### src/verilog/prss_pkg.sv
// Package for the ratio and source select block: register map, field layout,
// reset values and timing constants.
// Assumes a 125 MHz aclk and 32-bit AXI4-Lite register access.
package prss_pkg;

  // ----------------------------------------------------------------------
  // Register offsets (byte addresses)
  // ----------------------------------------------------------------------
  localparam logic [7:0] PRSS_OFS_RATIO0  = 8'h00;
  localparam logic [7:0] PRSS_OFS_RATIO1  = 8'h04;
  localparam logic [7:0] PRSS_OFS_RATIO2  = 8'h08;
  localparam logic [7:0] PRSS_OFS_RATIO3  = 8'h0c;
  localparam logic [7:0] PRSS_OFS_CONFIG  = 8'h10;
  localparam logic [7:0] PRSS_OFS_STATUS  = 8'h14;
  localparam logic [7:0] PRSS_OFS_EFFECT  = 8'h18;

  // ----------------------------------------------------------------------
  // Config register fields
  // ----------------------------------------------------------------------
  localparam int PRSS_CFG_RSEL_LSB    = 0;   // ratio_select[1:0]
  localparam int PRSS_CFG_DSEL_LSB    = 2;   // dynamic_ratio_select[1:0]
  localparam int PRSS_CFG_MOD_LSB     = 4;   // manual_modifier_select[2:0]
  localparam int PRSS_CFG_SRC_BIT     = 7;   // synth_source_select
  localparam int PRSS_CFG_AUTO_BIT    = 8;   // auto_modifier_enable
  localparam int PRSS_CFG_FMT_BIT     = 9;   // ratio_format_select
  localparam int PRSS_CFG_DIS_BIT     = 10;  // pll_output_disable
  localparam int PRSS_CFG_UNL_BIT     = 11;  // output_on_unlock_enable
  localparam int PRSS_CFG_RDIV_LSB    = 12;  // reference_divider_select[1:0]
  localparam int PRSS_CFG_WIDTH       = 14;
  localparam logic [13:0] PRSS_CFG_RESET = 14'h0000;
  localparam logic [31:0] PRSS_RATIO_RESET = 32'h0010_0000;

  // ----------------------------------------------------------------------
  // Timing
  // ----------------------------------------------------------------------
  localparam int PRSS_LOSS_WAIT_CYCLES = 8388608;  // 2**23 system clock cycles
  localparam int PRSS_CNT_WIDTH        = 24;

  localparam logic [1:0] PRSS_RESP_OKAY   = 2'b00;
  localparam logic [1:0] PRSS_RESP_SLVERR = 2'b10;

endpackage : prss_pkg

### src/verilog/prss_cfg_if.sv
// Interface carrying decoded configuration from the register slave to the
// ratio datapath. Single aclk domain assumed.
`timescale 1ns/1ps
`default_nettype none
interface prss_cfg_if;
  logic [31:0] ratio [4];
  logic [1:0]  ratio_select;
  logic [1:0]  dynamic_ratio_select;
  logic [2:0]  manual_modifier_select;
  logic        synth_source_select;
  logic        auto_modifier_enable;
  logic        ratio_format_select;
  logic [1:0]  reference_divider_select;
  modport regs (output ratio, ratio_select, dynamic_ratio_select, manual_modifier_select,
                output synth_source_select, auto_modifier_enable, ratio_format_select,
                output reference_divider_select);
  modport core (input ratio, ratio_select, dynamic_ratio_select, manual_modifier_select,
                input synth_source_select, auto_modifier_enable, ratio_format_select,
                input reference_divider_select);
endinterface : prss_cfg_if
`default_nettype wire

### src/verilog/prss_ratio_calc.sv
// Effective ratio arithmetic: applies modifiers and divider compensation.
// Assumes inputs are stable registers on aclk; result is registered.
`timescale 1ns/1ps
`default_nettype none
module prss_ratio_calc (
  input  wire logic        aclk,
  input  wire logic        aresetn,
  input  wire logic [31:0] user_ratio,
  input  wire logic [2:0]  manual_modifier_select,
  input  wire logic        apply_auto,
  input  wire logic [1:0]  input_range_indicator,
  input  wire logic        wide_format,
  input  wire logic [1:0]  reference_divider_select,
  output logic      [31:0] effective_ratio
);
  // ----------------------------------------------------------------------
  // Modifier as a signed power of two
  // ----------------------------------------------------------------------
  // 000..011 multiply by 1..8, 100..111 divide by 2..16
  wire logic [2:0] man_up = manual_modifier_select[2] ? 3'd0 : {1'b0, manual_modifier_select[1:0]};
  wire logic [2:0] man_dn = manual_modifier_select[2] ? {1'b0, manual_modifier_select[1:0]} + 3'd1 : 3'd0;
  // Auto modifier only in dynamic mode; code 11 treated as 1
  wire logic [1:0] auto_dn = (apply_auto && input_range_indicator != 2'b11) ?
                             input_range_indicator : 2'b00;
  // 20.12 puts the point 8 places lower; normalise to 12.20 internally
  wire logic [3:0] fmt_up = wide_format ? 4'd8 : 4'd0;

  // Divider compensation: a divided reference needs a proportionally larger word
  wire logic [5:0] up_sh = {3'd0, man_up} + {2'd0, fmt_up} + {4'd0, reference_divider_select};
  wire logic [5:0] dn_sh = {3'd0, man_dn} + {4'd0, auto_dn};

  // Overflow wraps silently: keeping headroom is software's job
  wire logic [63:0] wide  = {32'd0, user_ratio} << up_sh;
  wire logic [63:0] shrd  = wide >> dn_sh;

  always_ff @(posedge aclk) begin
    if (!aresetn) effective_ratio <= 32'h0000_0000;
    else          effective_ratio <= shrd[31:0];
  end
endmodule : prss_ratio_calc
`default_nettype wire

### src/verilog/prss_top.sv
// Ratio and fractional-N source selection block with AXI4-Lite registers.
// Assumes aclk is the system timing clock; frequency reference presence,
// lock and range code come from the PLL datapath and are resynchronised.
//
// The AXI4-Lite interface to the registers and the register offsets were decided locally.
`timescale 1ns/1ps
`default_nettype none
// Operation
// - Static mode: effective ratio equals user ratio times manual modifier.
// - Dynamic mode: user ratio times manual modifier times automatic modifier.
// - Internal divider settings are compensated; stored ratios need no adjustment.
// - Ratio select picks the entry; dynamic select also used when auto active.
// - Fractional-N value is effective ratio or digital PLL output.
// - Manual mode: source bit selects; both select fields must be equal.
// - Auto source selection active exactly when the two select fields differ.
// - In auto mode the manual source bit is ignored.
// - Auto mode: reference present uses dynamic, absent uses static.
// - Auto mode: static from ratio select, dynamic from dynamic select.
// - After reference loss wait 2**23 clocks before going static.
// - Manual modifier in both modes; automatic modifier only dynamic.
// - Ratio format bit matters only in dynamic mode.
// - Output buffers synthesizer clock; disable bit floats the driver.
// - Output held low while unlocked by default.
// - Output-on-unlock bit lets the unreliable clock pass.
// - Ratios are 32-bit unsigned fixed point, 12.20 high resolution.
// - 20.12 only with format bit clear and dynamic source; else 12.20.
// - Manual modifier codes give 1,2,4,8,0.5,0.25,0.125,0.0625; default 1.
// - Automatic modifier 1, 0.5, 0.25 for range codes 00, 01, 10.
module prss_top #(
  parameter int LOSS_WAIT_CYCLES = prss_pkg::PRSS_LOSS_WAIT_CYCLES
) (
  input  wire logic        aclk,
  input  wire logic        aresetn,
  input  wire logic [7:0]  s_axi_awaddr,
  input  wire logic [2:0]  s_axi_awprot,
  input  wire logic        s_axi_awvalid,
  output logic             s_axi_awready,
  input  wire logic [31:0] s_axi_wdata,
  input  wire logic [3:0]  s_axi_wstrb,
  input  wire logic        s_axi_wvalid,
  output logic             s_axi_wready,
  output logic      [1:0]  s_axi_bresp,
  output logic             s_axi_bvalid,
  input  wire logic        s_axi_bready,
  input  wire logic [7:0]  s_axi_araddr,
  input  wire logic [2:0]  s_axi_arprot,
  input  wire logic        s_axi_arvalid,
  output logic             s_axi_arready,
  output logic      [31:0] s_axi_rdata,
  output logic      [1:0]  s_axi_rresp,
  output logic             s_axi_rvalid,
  input  wire logic        s_axi_rready,
  input  wire logic        ref_present,
  input  wire logic [1:0]  input_range_indicator,
  input  wire logic        pll_locked,
  input  wire logic [31:0] dpll_ratio,
  input  wire logic        synth_clk,
  output logic      [31:0] frac_n_value,
  output logic             frac_n_dynamic,
  output logic             pll_clk_out,
  output logic             pll_clk_out_en_n
);
  // ----------------------------------------------------------------------
  // Parameter check
  // ----------------------------------------------------------------------
  initial begin
    if (LOSS_WAIT_CYCLES < 1 || LOSS_WAIT_CYCLES >= (1 << prss_pkg::PRSS_CNT_WIDTH))
      $error("LOSS_WAIT_CYCLES out of range");
  end

  // ----------------------------------------------------------------------
  // Input synchronisers
  // ----------------------------------------------------------------------
  logic [3:0] sync1_q;
  logic [3:0] sync2_q;
  always_ff @(posedge aclk) begin
    if (!aresetn) begin
      sync1_q <= 4'h0;
      sync2_q <= 4'h0;
    end else begin
      sync1_q <= {pll_locked, input_range_indicator, ref_present};
      sync2_q <= sync1_q;
    end
  end
  wire logic       ref_seen   = sync2_q[0];
  wire logic [1:0] range_code = sync2_q[2:1];
  wire logic       locked     = sync2_q[3];

  // ----------------------------------------------------------------------
  // Register storage
  // ----------------------------------------------------------------------
  logic [31:0] ratio_q [4];
  logic [13:0] cfg_q;
  prss_cfg_if cfg ();

  assign cfg.ratio                    = ratio_q;
  assign cfg.ratio_select             = cfg_q[prss_pkg::PRSS_CFG_RSEL_LSB +: 2];
  assign cfg.dynamic_ratio_select     = cfg_q[prss_pkg::PRSS_CFG_DSEL_LSB +: 2];
  assign cfg.manual_modifier_select   = cfg_q[prss_pkg::PRSS_CFG_MOD_LSB +: 3];
  assign cfg.synth_source_select      = cfg_q[prss_pkg::PRSS_CFG_SRC_BIT];
  assign cfg.auto_modifier_enable     = cfg_q[prss_pkg::PRSS_CFG_AUTO_BIT];
  assign cfg.ratio_format_select      = cfg_q[prss_pkg::PRSS_CFG_FMT_BIT];
  assign cfg.reference_divider_select = cfg_q[prss_pkg::PRSS_CFG_RDIV_LSB +: 2];
  wire logic pll_output_disable      = cfg_q[prss_pkg::PRSS_CFG_DIS_BIT];
  wire logic output_on_unlock_enable = cfg_q[prss_pkg::PRSS_CFG_UNL_BIT];

  // ----------------------------------------------------------------------
  // AXI4-Lite write channel
  // ----------------------------------------------------------------------
  logic        aw_held_q;
  logic [7:0]  aw_addr_q;
  logic        w_held_q;
  logic [31:0] w_data_q;
  logic [3:0]  w_strb_q;
  logic        bvalid_q;
  logic [1:0]  bresp_q;

  // Address and data are taken separately, in either order
  assign s_axi_awready = !aw_held_q && !bvalid_q;
  assign s_axi_wready  = !w_held_q && !bvalid_q;
  wire logic aw_fire   = s_axi_awvalid && s_axi_awready;
  wire logic w_fire    = s_axi_wvalid && s_axi_wready;
  wire logic wr_go     = aw_held_q && w_held_q;

  function automatic logic [31:0] merge(input logic [31:0] old, input logic [31:0] nw,
                                        input logic [3:0] strb);
    logic [31:0] res;
    res = old;
    for (int i = 0; i < 4; i++) begin
      if (strb[i]) res[i*8 +: 8] = nw[i*8 +: 8];
    end
    return res;
  endfunction

  function automatic logic addr_known(input logic [7:0] a);
    return a[7:2] <= prss_pkg::PRSS_OFS_EFFECT[7:2];
  endfunction

  wire logic       wr_ratio = wr_go && aw_addr_q[7:4] == 4'h0;
  wire logic [1:0] wr_idx   = aw_addr_q[3:2];
  wire logic       wr_cfg   = wr_go && aw_addr_q[7:2] == prss_pkg::PRSS_OFS_CONFIG[7:2];
  wire logic [31:0] cfg_wide = merge({18'd0, cfg_q}, w_data_q, w_strb_q);

  always_ff @(posedge aclk) begin
    if (!aresetn) begin
      aw_held_q <= 1'b0;
      w_held_q  <= 1'b0;
      aw_addr_q <= 8'h00;
      w_data_q  <= 32'h0000_0000;
      w_strb_q  <= 4'h0;
    end else begin
      if (aw_fire) aw_addr_q <= s_axi_awaddr;
      if (w_fire) w_data_q <= s_axi_wdata;
      if (w_fire) w_strb_q <= s_axi_wstrb;
      aw_held_q <= wr_go ? 1'b0 : (aw_held_q | aw_fire);
      w_held_q  <= wr_go ? 1'b0 : (w_held_q | w_fire);
    end
  end

  always_ff @(posedge aclk) begin
    if (!aresetn) begin
      bvalid_q <= 1'b0;
      bresp_q  <= prss_pkg::PRSS_RESP_OKAY;
    end else if (wr_go) begin
      bvalid_q <= 1'b1;
      bresp_q  <= addr_known(aw_addr_q) ? prss_pkg::PRSS_RESP_OKAY : prss_pkg::PRSS_RESP_SLVERR;
    end else if (s_axi_bready) begin
      bvalid_q <= 1'b0;
    end
  end
  assign s_axi_bvalid = bvalid_q;
  assign s_axi_bresp  = bresp_q;

  always_ff @(posedge aclk) begin
    if (!aresetn) begin
      cfg_q <= prss_pkg::PRSS_CFG_RESET;
    end else if (wr_cfg) begin
      cfg_q <= cfg_wide[13:0];
    end
  end

  always_ff @(posedge aclk) begin
    if (!aresetn) begin
      for (int i = 0; i < 4; i++) ratio_q[i] <= prss_pkg::PRSS_RATIO_RESET;
    end else if (wr_ratio) begin
      ratio_q[wr_idx] <= merge(ratio_q[wr_idx], w_data_q, w_strb_q);
    end
  end

  // ----------------------------------------------------------------------
  // Source selection
  // ----------------------------------------------------------------------
  localparam logic [23:0] LOSS_LAST = 24'(LOSS_WAIT_CYCLES - 1);
  logic [23:0] loss_cnt_q;
  logic        auto_dyn_q;

  wire logic auto_mode = cfg.ratio_select != cfg.dynamic_ratio_select;
  // Manual bit has no say while auto mode runs
  wire logic use_dyn   = auto_mode ? auto_dyn_q : cfg.synth_source_select;

  // Dynamic stays selected for the full wait after the reference vanishes
  always_ff @(posedge aclk) begin
    if (!aresetn) begin
      loss_cnt_q <= 24'd0;
      auto_dyn_q <= 1'b0;
    end else if (ref_seen) begin
      loss_cnt_q <= 24'd0;
      auto_dyn_q <= 1'b1;
    end else if (auto_dyn_q) begin
      if (loss_cnt_q == LOSS_LAST) begin
        auto_dyn_q <= 1'b0;
        loss_cnt_q <= 24'd0;
      end else begin
        loss_cnt_q <= loss_cnt_q + 24'd1;
      end
    end
  end

  // Manual mode uses the ratio select field; both fields agree there
  wire logic [1:0] sel_idx = (auto_mode && use_dyn) ? cfg.dynamic_ratio_select
                                                    : cfg.ratio_select;
  wire logic [31:0] sel_ratio = cfg.ratio[sel_idx];
  wire logic wide_fmt = use_dyn && !cfg.ratio_format_select;

  logic [31:0] eff_ratio;
  prss_ratio_calc u_calc (
    .aclk                     (aclk),
    .aresetn                  (aresetn),
    .user_ratio               (sel_ratio),
    .manual_modifier_select   (cfg.manual_modifier_select),
    .apply_auto               (use_dyn && cfg.auto_modifier_enable),
    .input_range_indicator    (range_code),
    .wide_format              (wide_fmt),
    .reference_divider_select (cfg.reference_divider_select),
    .effective_ratio          (eff_ratio)
  );

  logic [31:0] frac_q;
  logic        dyn_q;
  always_ff @(posedge aclk) begin
    if (!aresetn) begin
      frac_q <= 32'h0000_0000;
      dyn_q  <= 1'b0;
    end else begin
      frac_q <= use_dyn ? dpll_ratio : eff_ratio;
      dyn_q  <= use_dyn;
    end
  end
  assign frac_n_value   = frac_q;
  assign frac_n_dynamic = dyn_q;

  // ----------------------------------------------------------------------
  // Clock output gating
  // ----------------------------------------------------------------------
  // Combinational on purpose: a clock cannot be retimed by aclk
  assign pll_clk_out      = synth_clk && (locked || output_on_unlock_enable);
  assign pll_clk_out_en_n = pll_output_disable;

  // ----------------------------------------------------------------------
  // AXI4-Lite read channel
  // ----------------------------------------------------------------------
  logic        rvalid_q;
  logic [31:0] rdata_q;
  logic [1:0]  rresp_q;
  assign s_axi_arready = !rvalid_q;
  wire logic ar_fire = s_axi_arvalid && s_axi_arready;
  wire logic [5:0] ra = s_axi_araddr[7:2];
  wire logic [31:0] status_word = {26'd0, dyn_q, auto_mode, locked, range_code, ref_seen};
  wire logic [31:0] rd_mux =
      (ra[5:2] == 4'h0)                         ? ratio_q[ra[1:0]] :
      (ra == prss_pkg::PRSS_OFS_CONFIG[7:2])    ? {18'd0, cfg_q} :
      (ra == prss_pkg::PRSS_OFS_STATUS[7:2])    ? status_word :
      (ra == prss_pkg::PRSS_OFS_EFFECT[7:2])    ? eff_ratio : 32'h0000_0000;

  always_ff @(posedge aclk) begin
    if (!aresetn) begin
      rvalid_q <= 1'b0;
      rdata_q  <= 32'h0000_0000;
      rresp_q  <= prss_pkg::PRSS_RESP_OKAY;
    end else if (ar_fire) begin
      rvalid_q <= 1'b1;
      rdata_q  <= rd_mux;
      rresp_q  <= addr_known(s_axi_araddr) ? prss_pkg::PRSS_RESP_OKAY : prss_pkg::PRSS_RESP_SLVERR;
    end else if (s_axi_rready) begin
      rvalid_q <= 1'b0;
    end
  end
  assign s_axi_rvalid = rvalid_q;
  assign s_axi_rdata  = rdata_q;
  assign s_axi_rresp  = rresp_q;

endmodule : prss_top
`default_nettype wire
### config.mk
export PLATFORM = sky130hd
export DESIGN_NAME = prss_top
export DESIGN_NICKNAME = d
export VERILOG_FILES = /design/src/verilog/prss_pkg.sv /design/src/verilog/prss_cfg_if.sv /design/src/verilog/prss_ratio_calc.sv /design/src/verilog/prss_top.sv
export SDC_FILE = /design/constraint.sdc
export NUM_CORES = 1
export LEC_CHECK = 0
export ABC_AREA = 1
export BUFFER_PORTS_ARGS = -buffer_cell sky130_fd_sc_hd__buf_2
export CAP_MARGIN = 25
export CORE_UTILIZATION = 55
export CTS_CLUSTER_SIZE = 40
export DETAILED_ROUTE_END_ITERATION = 16
export PLACE_DENSITY_LB_ADDON = 0.05
export SETUP_SLACK_MARGIN = 0.3
export SLEW_MARGIN = 20
export SYNTH_ARGS = -nofsm -noshare
export SYNTH_HDL_FRONTEND = slang
export SYNTH_HIERARCHICAL = 1
export SYNTH_SLANG_ARGS = --single-unit
### constraint.sdc
create_clock -name aclk -period 5.7 [get_ports aclk]
set_clock_uncertainty 0.05 [all_clocks]
set_input_delay 0.57 -clock aclk [delete_from_list [all_inputs] [get_ports aclk]]
set_output_delay 0.57 -clock aclk [all_outputs]
set_load 0.05 [all_outputs]
==> impl_metrics.tcl <==
set metrics [dict create \
    data_required_time_of_the_critical_path_ns 6.07 \
    yosys_most_used_dff "sky130_fd_sc_hd__dfxtp_1" \
    async_reset_ff_share_pct 0 \
    cp_common_cell "sky130_fd_sc_hd__nand2_1" \
    final-instance-count-excl-fill 3546 \
    final_core_util_pct 61.59 \
    synth-edff-count 0 \
    yosysWarningCount 6 \
    drt_iter0_drc 2367 \
    maxSlewViolCount 0 \
    port-buffer-count 165 \
    cp_data_arrival_time_ns 4.51 \
    floorplan.die_area_sq_um 35930 \
    cts-hold-fix-buffers 0 \
    timing.final.crit_share_pct 72.67 \
    synth.avg_cell_area_sq_um 6.355 \
    ctsResizeCount 0 \
    tightest_slew_ns 1.106 \
    timing.critical_path.from_type "flip-flop" \
    mappedNetlistArea_sq_um 19340 \
    initial_core_util_pct 56.00 \
    dr.pass1.iters 8 \
    die_width_um 189.5 \
    grt_first_pass_wirelength_mm 105.3 \
    setup.worst_path.class "reg2reg" \
    area.growth.synth_to_final_pct 9.974 \
    crit_path_max_incr_delay_ns 0.66 \
    synthesis.instances 3044 \
    vdd.ir_drop.worst_mv 0.2546 \
    floorplan.rows 68 \
    detailed_route_wire_length_mm 66.37 \
    static_leakage_nw 8.781 \
    wire_per_inst_um 18.72 \
    synth-seq-area-share_pct 33.12 \
    final.min_clock_period_ns 4.142 \
    core_area_sq_um 34540 \
    layout.nets 3179 \
    critical_path.cell_chain "nand3_4, fa_2, buf_4, clkinv_1, buf_4, nand3_1, nand2_1, nand2_1, nand2_1, nand2_1, nand2_1, nand3_1, a21oi_1, nor3_1, nor2_1" \
    clock.fmax_mhz 241.4 \
    ant_nets 0 \
    antenna_found_initial 1 \
    timing.final.hold_violations 0 \
    overflow 0 \
    worstHoldPathType "in2reg" \
    yosys.area.top_type "sky130_fd_sc_hd__dfxtp_1" \
    setup-tns-final_ns 0 \
    placed_cells_incl_taps 3484 \
    vias 21540 \
    clock_tree.htree_level_count 2 \
    synth.top_cell.area_share_pct 33.12 \
    design.portCount 178 \
    place_hpwl_mm 46.22 \
    synth_area_leaders "sky130_fd_sc_hd__dfxtp_1 33%, sky130_fd_sc_hd__nand3_1 15%, sky130_fd_sc_hd__nand2_1 14%" \
    rsz0062_at_grt "false" \
    setup_viol_count_final 0 \
    critPathTopFamily "simple AND/OR/NAND/NOR gates" \
    clk-insertion-delay-late_ns 0.56 \
    drc_errors 0 \
    post-cts-setup-buffers 0 \
    max-cap-violations 0 \
    die_h_um 189.5 \
    cts_inserted_buffers 37 \
    cts_tree "done" \
    place.gp.congestion 0.9295 \
    power_density_nw_per_um2 246.7 \
    timing.max_slew.rel_slack_pct 26.06 \
    cts.reportedPaths.clkPinSlew_ns 0.06 \
    critPathSlowestCell "sky130_fd_sc_hd__fa_2" \
    via_per_instance_ratio 6.075 \
    final_layout_size_suffix_gt1_share_pct 12.85 \
    grt_max_degree 118 \
    numClockSinks 320 \
    ys_seq_elements 320 \
    commonest_non_fill_non_tap_cell_in_the_layout "sky130_fd_sc_hd__nand2_1" \
    outcome "finished, final reports clean" \
    ys_types 47 \
    endpoint_kind "flip-flop" \
    crit_buf_inv 3 \
    max-clock-path-buffers 3 \
    root_buffer "sky130_fd_sc_hd__clkbuf_16" \
    grt_util_all_layers_pct 36.68 \
    layout.cells.most_common_list "733 x sky130_fd_sc_hd__nand2_1, 568 x sky130_fd_sc_hd__nand3_1, 320 x sky130_fd_sc_hd__dfxtp_1, 302 x sky130_fd_sc_hd__a21oi_1, 236 x sky130_fd_sc_hd__nor2_1" \
    number_of_global_route_vias_before_repair 19390 \
    critical_path_peak_fanout 44 \
]
## cells in the mapped netlist, types with 7 or more instances
library cell / count
sky130_fd_sc_hd__buf_1: 25
sky130_fd_sc_hd__o21ai_2: 9
sky130_fd_sc_hd__nand2_1: 734
sky130_fd_sc_hd__o21ai_1: 52
sky130_fd_sc_hd__nand3_2: 54
sky130_fd_sc_hd__nor2_1: 237
sky130_fd_sc_hd__a32oi_1: 24
sky130_fd_sc_hd__o22ai_1: 10
sky130_fd_sc_hd__or2_2: 22
sky130_fd_sc_hd__xor2_1: 8
sky130_fd_sc_hd__a22oi_1: 8
sky130_fd_sc_hd__o21ai_0: 213
sky130_fd_sc_hd__nand2_4: 10
sky130_fd_sc_hd__o211ai_1: 7
sky130_fd_sc_hd__nand2_2: 17
sky130_fd_sc_hd__nand4_1: 36
sky130_fd_sc_hd__inv_1: 147
sky130_fd_sc_hd__nor2_2: 7
sky130_fd_sc_hd__clkbuf_1: 85
sky130_fd_sc_hd__dfxtp_1: 320
sky130_fd_sc_hd__a21oi_1: 303
sky130_fd_sc_hd__nand3_1: 568
sky130_fd_sc_hd__buf_2: 95
## kinds of logic (layout without fill, tap and decap cells)
kind of cell / Yosys count / after routing / synth area share, %
and+or+nand+nor: 1699 / 1699 / 40.27
AOI/OAI and AO/OA: 632 / 632 / 17.32
buffers and inverters: 373 / 418 / 8.221
DFF: 320 / 320 / 33.12
xor gates and xnor gates: 13 / 13 / 0.5886
adders and majority gates: 6 / 6 / 0.4657
other: 1 / 3 / 0.01939
## state kept, by name, summed over array words and instances, names as in the netlist, 4 cells and up
signal                  count
w_strb_q                    4
cfg.ratio                 128
sync1_q                     4
cfg_q                      14
w_data_q                   32
s_axi_rdata                32
u_calc/effective_ratio     32
frac_n_value               32
loss_cnt_q                 24
sync2_q                     4
aw_addr_q                   6
## through the flow
step	hold WS [ns]	cell area [sq um]	total power [mW]	worst slack (ns)
final	0.1648	21270	5.248	1.558
after global routing	0.1675	21270	5.432	1.331
after CTS	0.1525	21200	5.251	1.707
after detailed placement	0.3536	20070	3.019	1.738
after global placement	0.3534	20040	3.007	1.776
after floorplan	0.3405	19350	2.815	2.819
## per-layer routing
metal / GRT usage, % / up-vias / part of all wire (%)
met1: 50.76 / 9878 / 43
met4: 18.58 / 0 / 4.9
li1: - / 10330 / -
met5: 0 / - / 0
met2: 54.59 / 1138 / 42
met3: 6.493 / 199 / 10
## tightest hold or removal path: cells and delay by family
| kind | cells | cell delay, ns |
|---|---|---|
| buffers and inverters | 2 | 0.12 |
| AND/OR/NAND/NOR | 1 | 0.04 |
## worst paths after layout
| path | from | end | slack [ns] | cells after the start |
|---|---|---|---|---|
| setup / recovery | cfg_q[4] | u_calc/effective_ratio[30] | 1.56 | 15 |
| hold / removal | pll_locked | sync1_q[3] | 0.16 | 3 |
| setup reg to reg | cfg_q[4] | u_calc/effective_ratio[30] | 1.56 | 15 |
| hold reg to reg | sync1_q[3] | sync2_q[3] | 0.38 | 2 |
## layout make-up
class	instances	area, sq um
fill	3325	13270
multi-input combinational	2352	11390
sequential	320	6406
timing repair buffer	204	1192
clock buffer	47	1044
inverter	156	585.6
tap	455	569.3
clock inverter	11	86.33
antenna	1	2.502
## where the power goes
part	total [mW]	switching (mW)	internal, mW	leakage [nW]
sequential	2.36	0.0545	2.31	2.60
clock	2.26	0.962	1.29	0.559
combinational	0.632	0.460	0.173	5.63
Note: power is estimated with default switching activity, not from simulation.
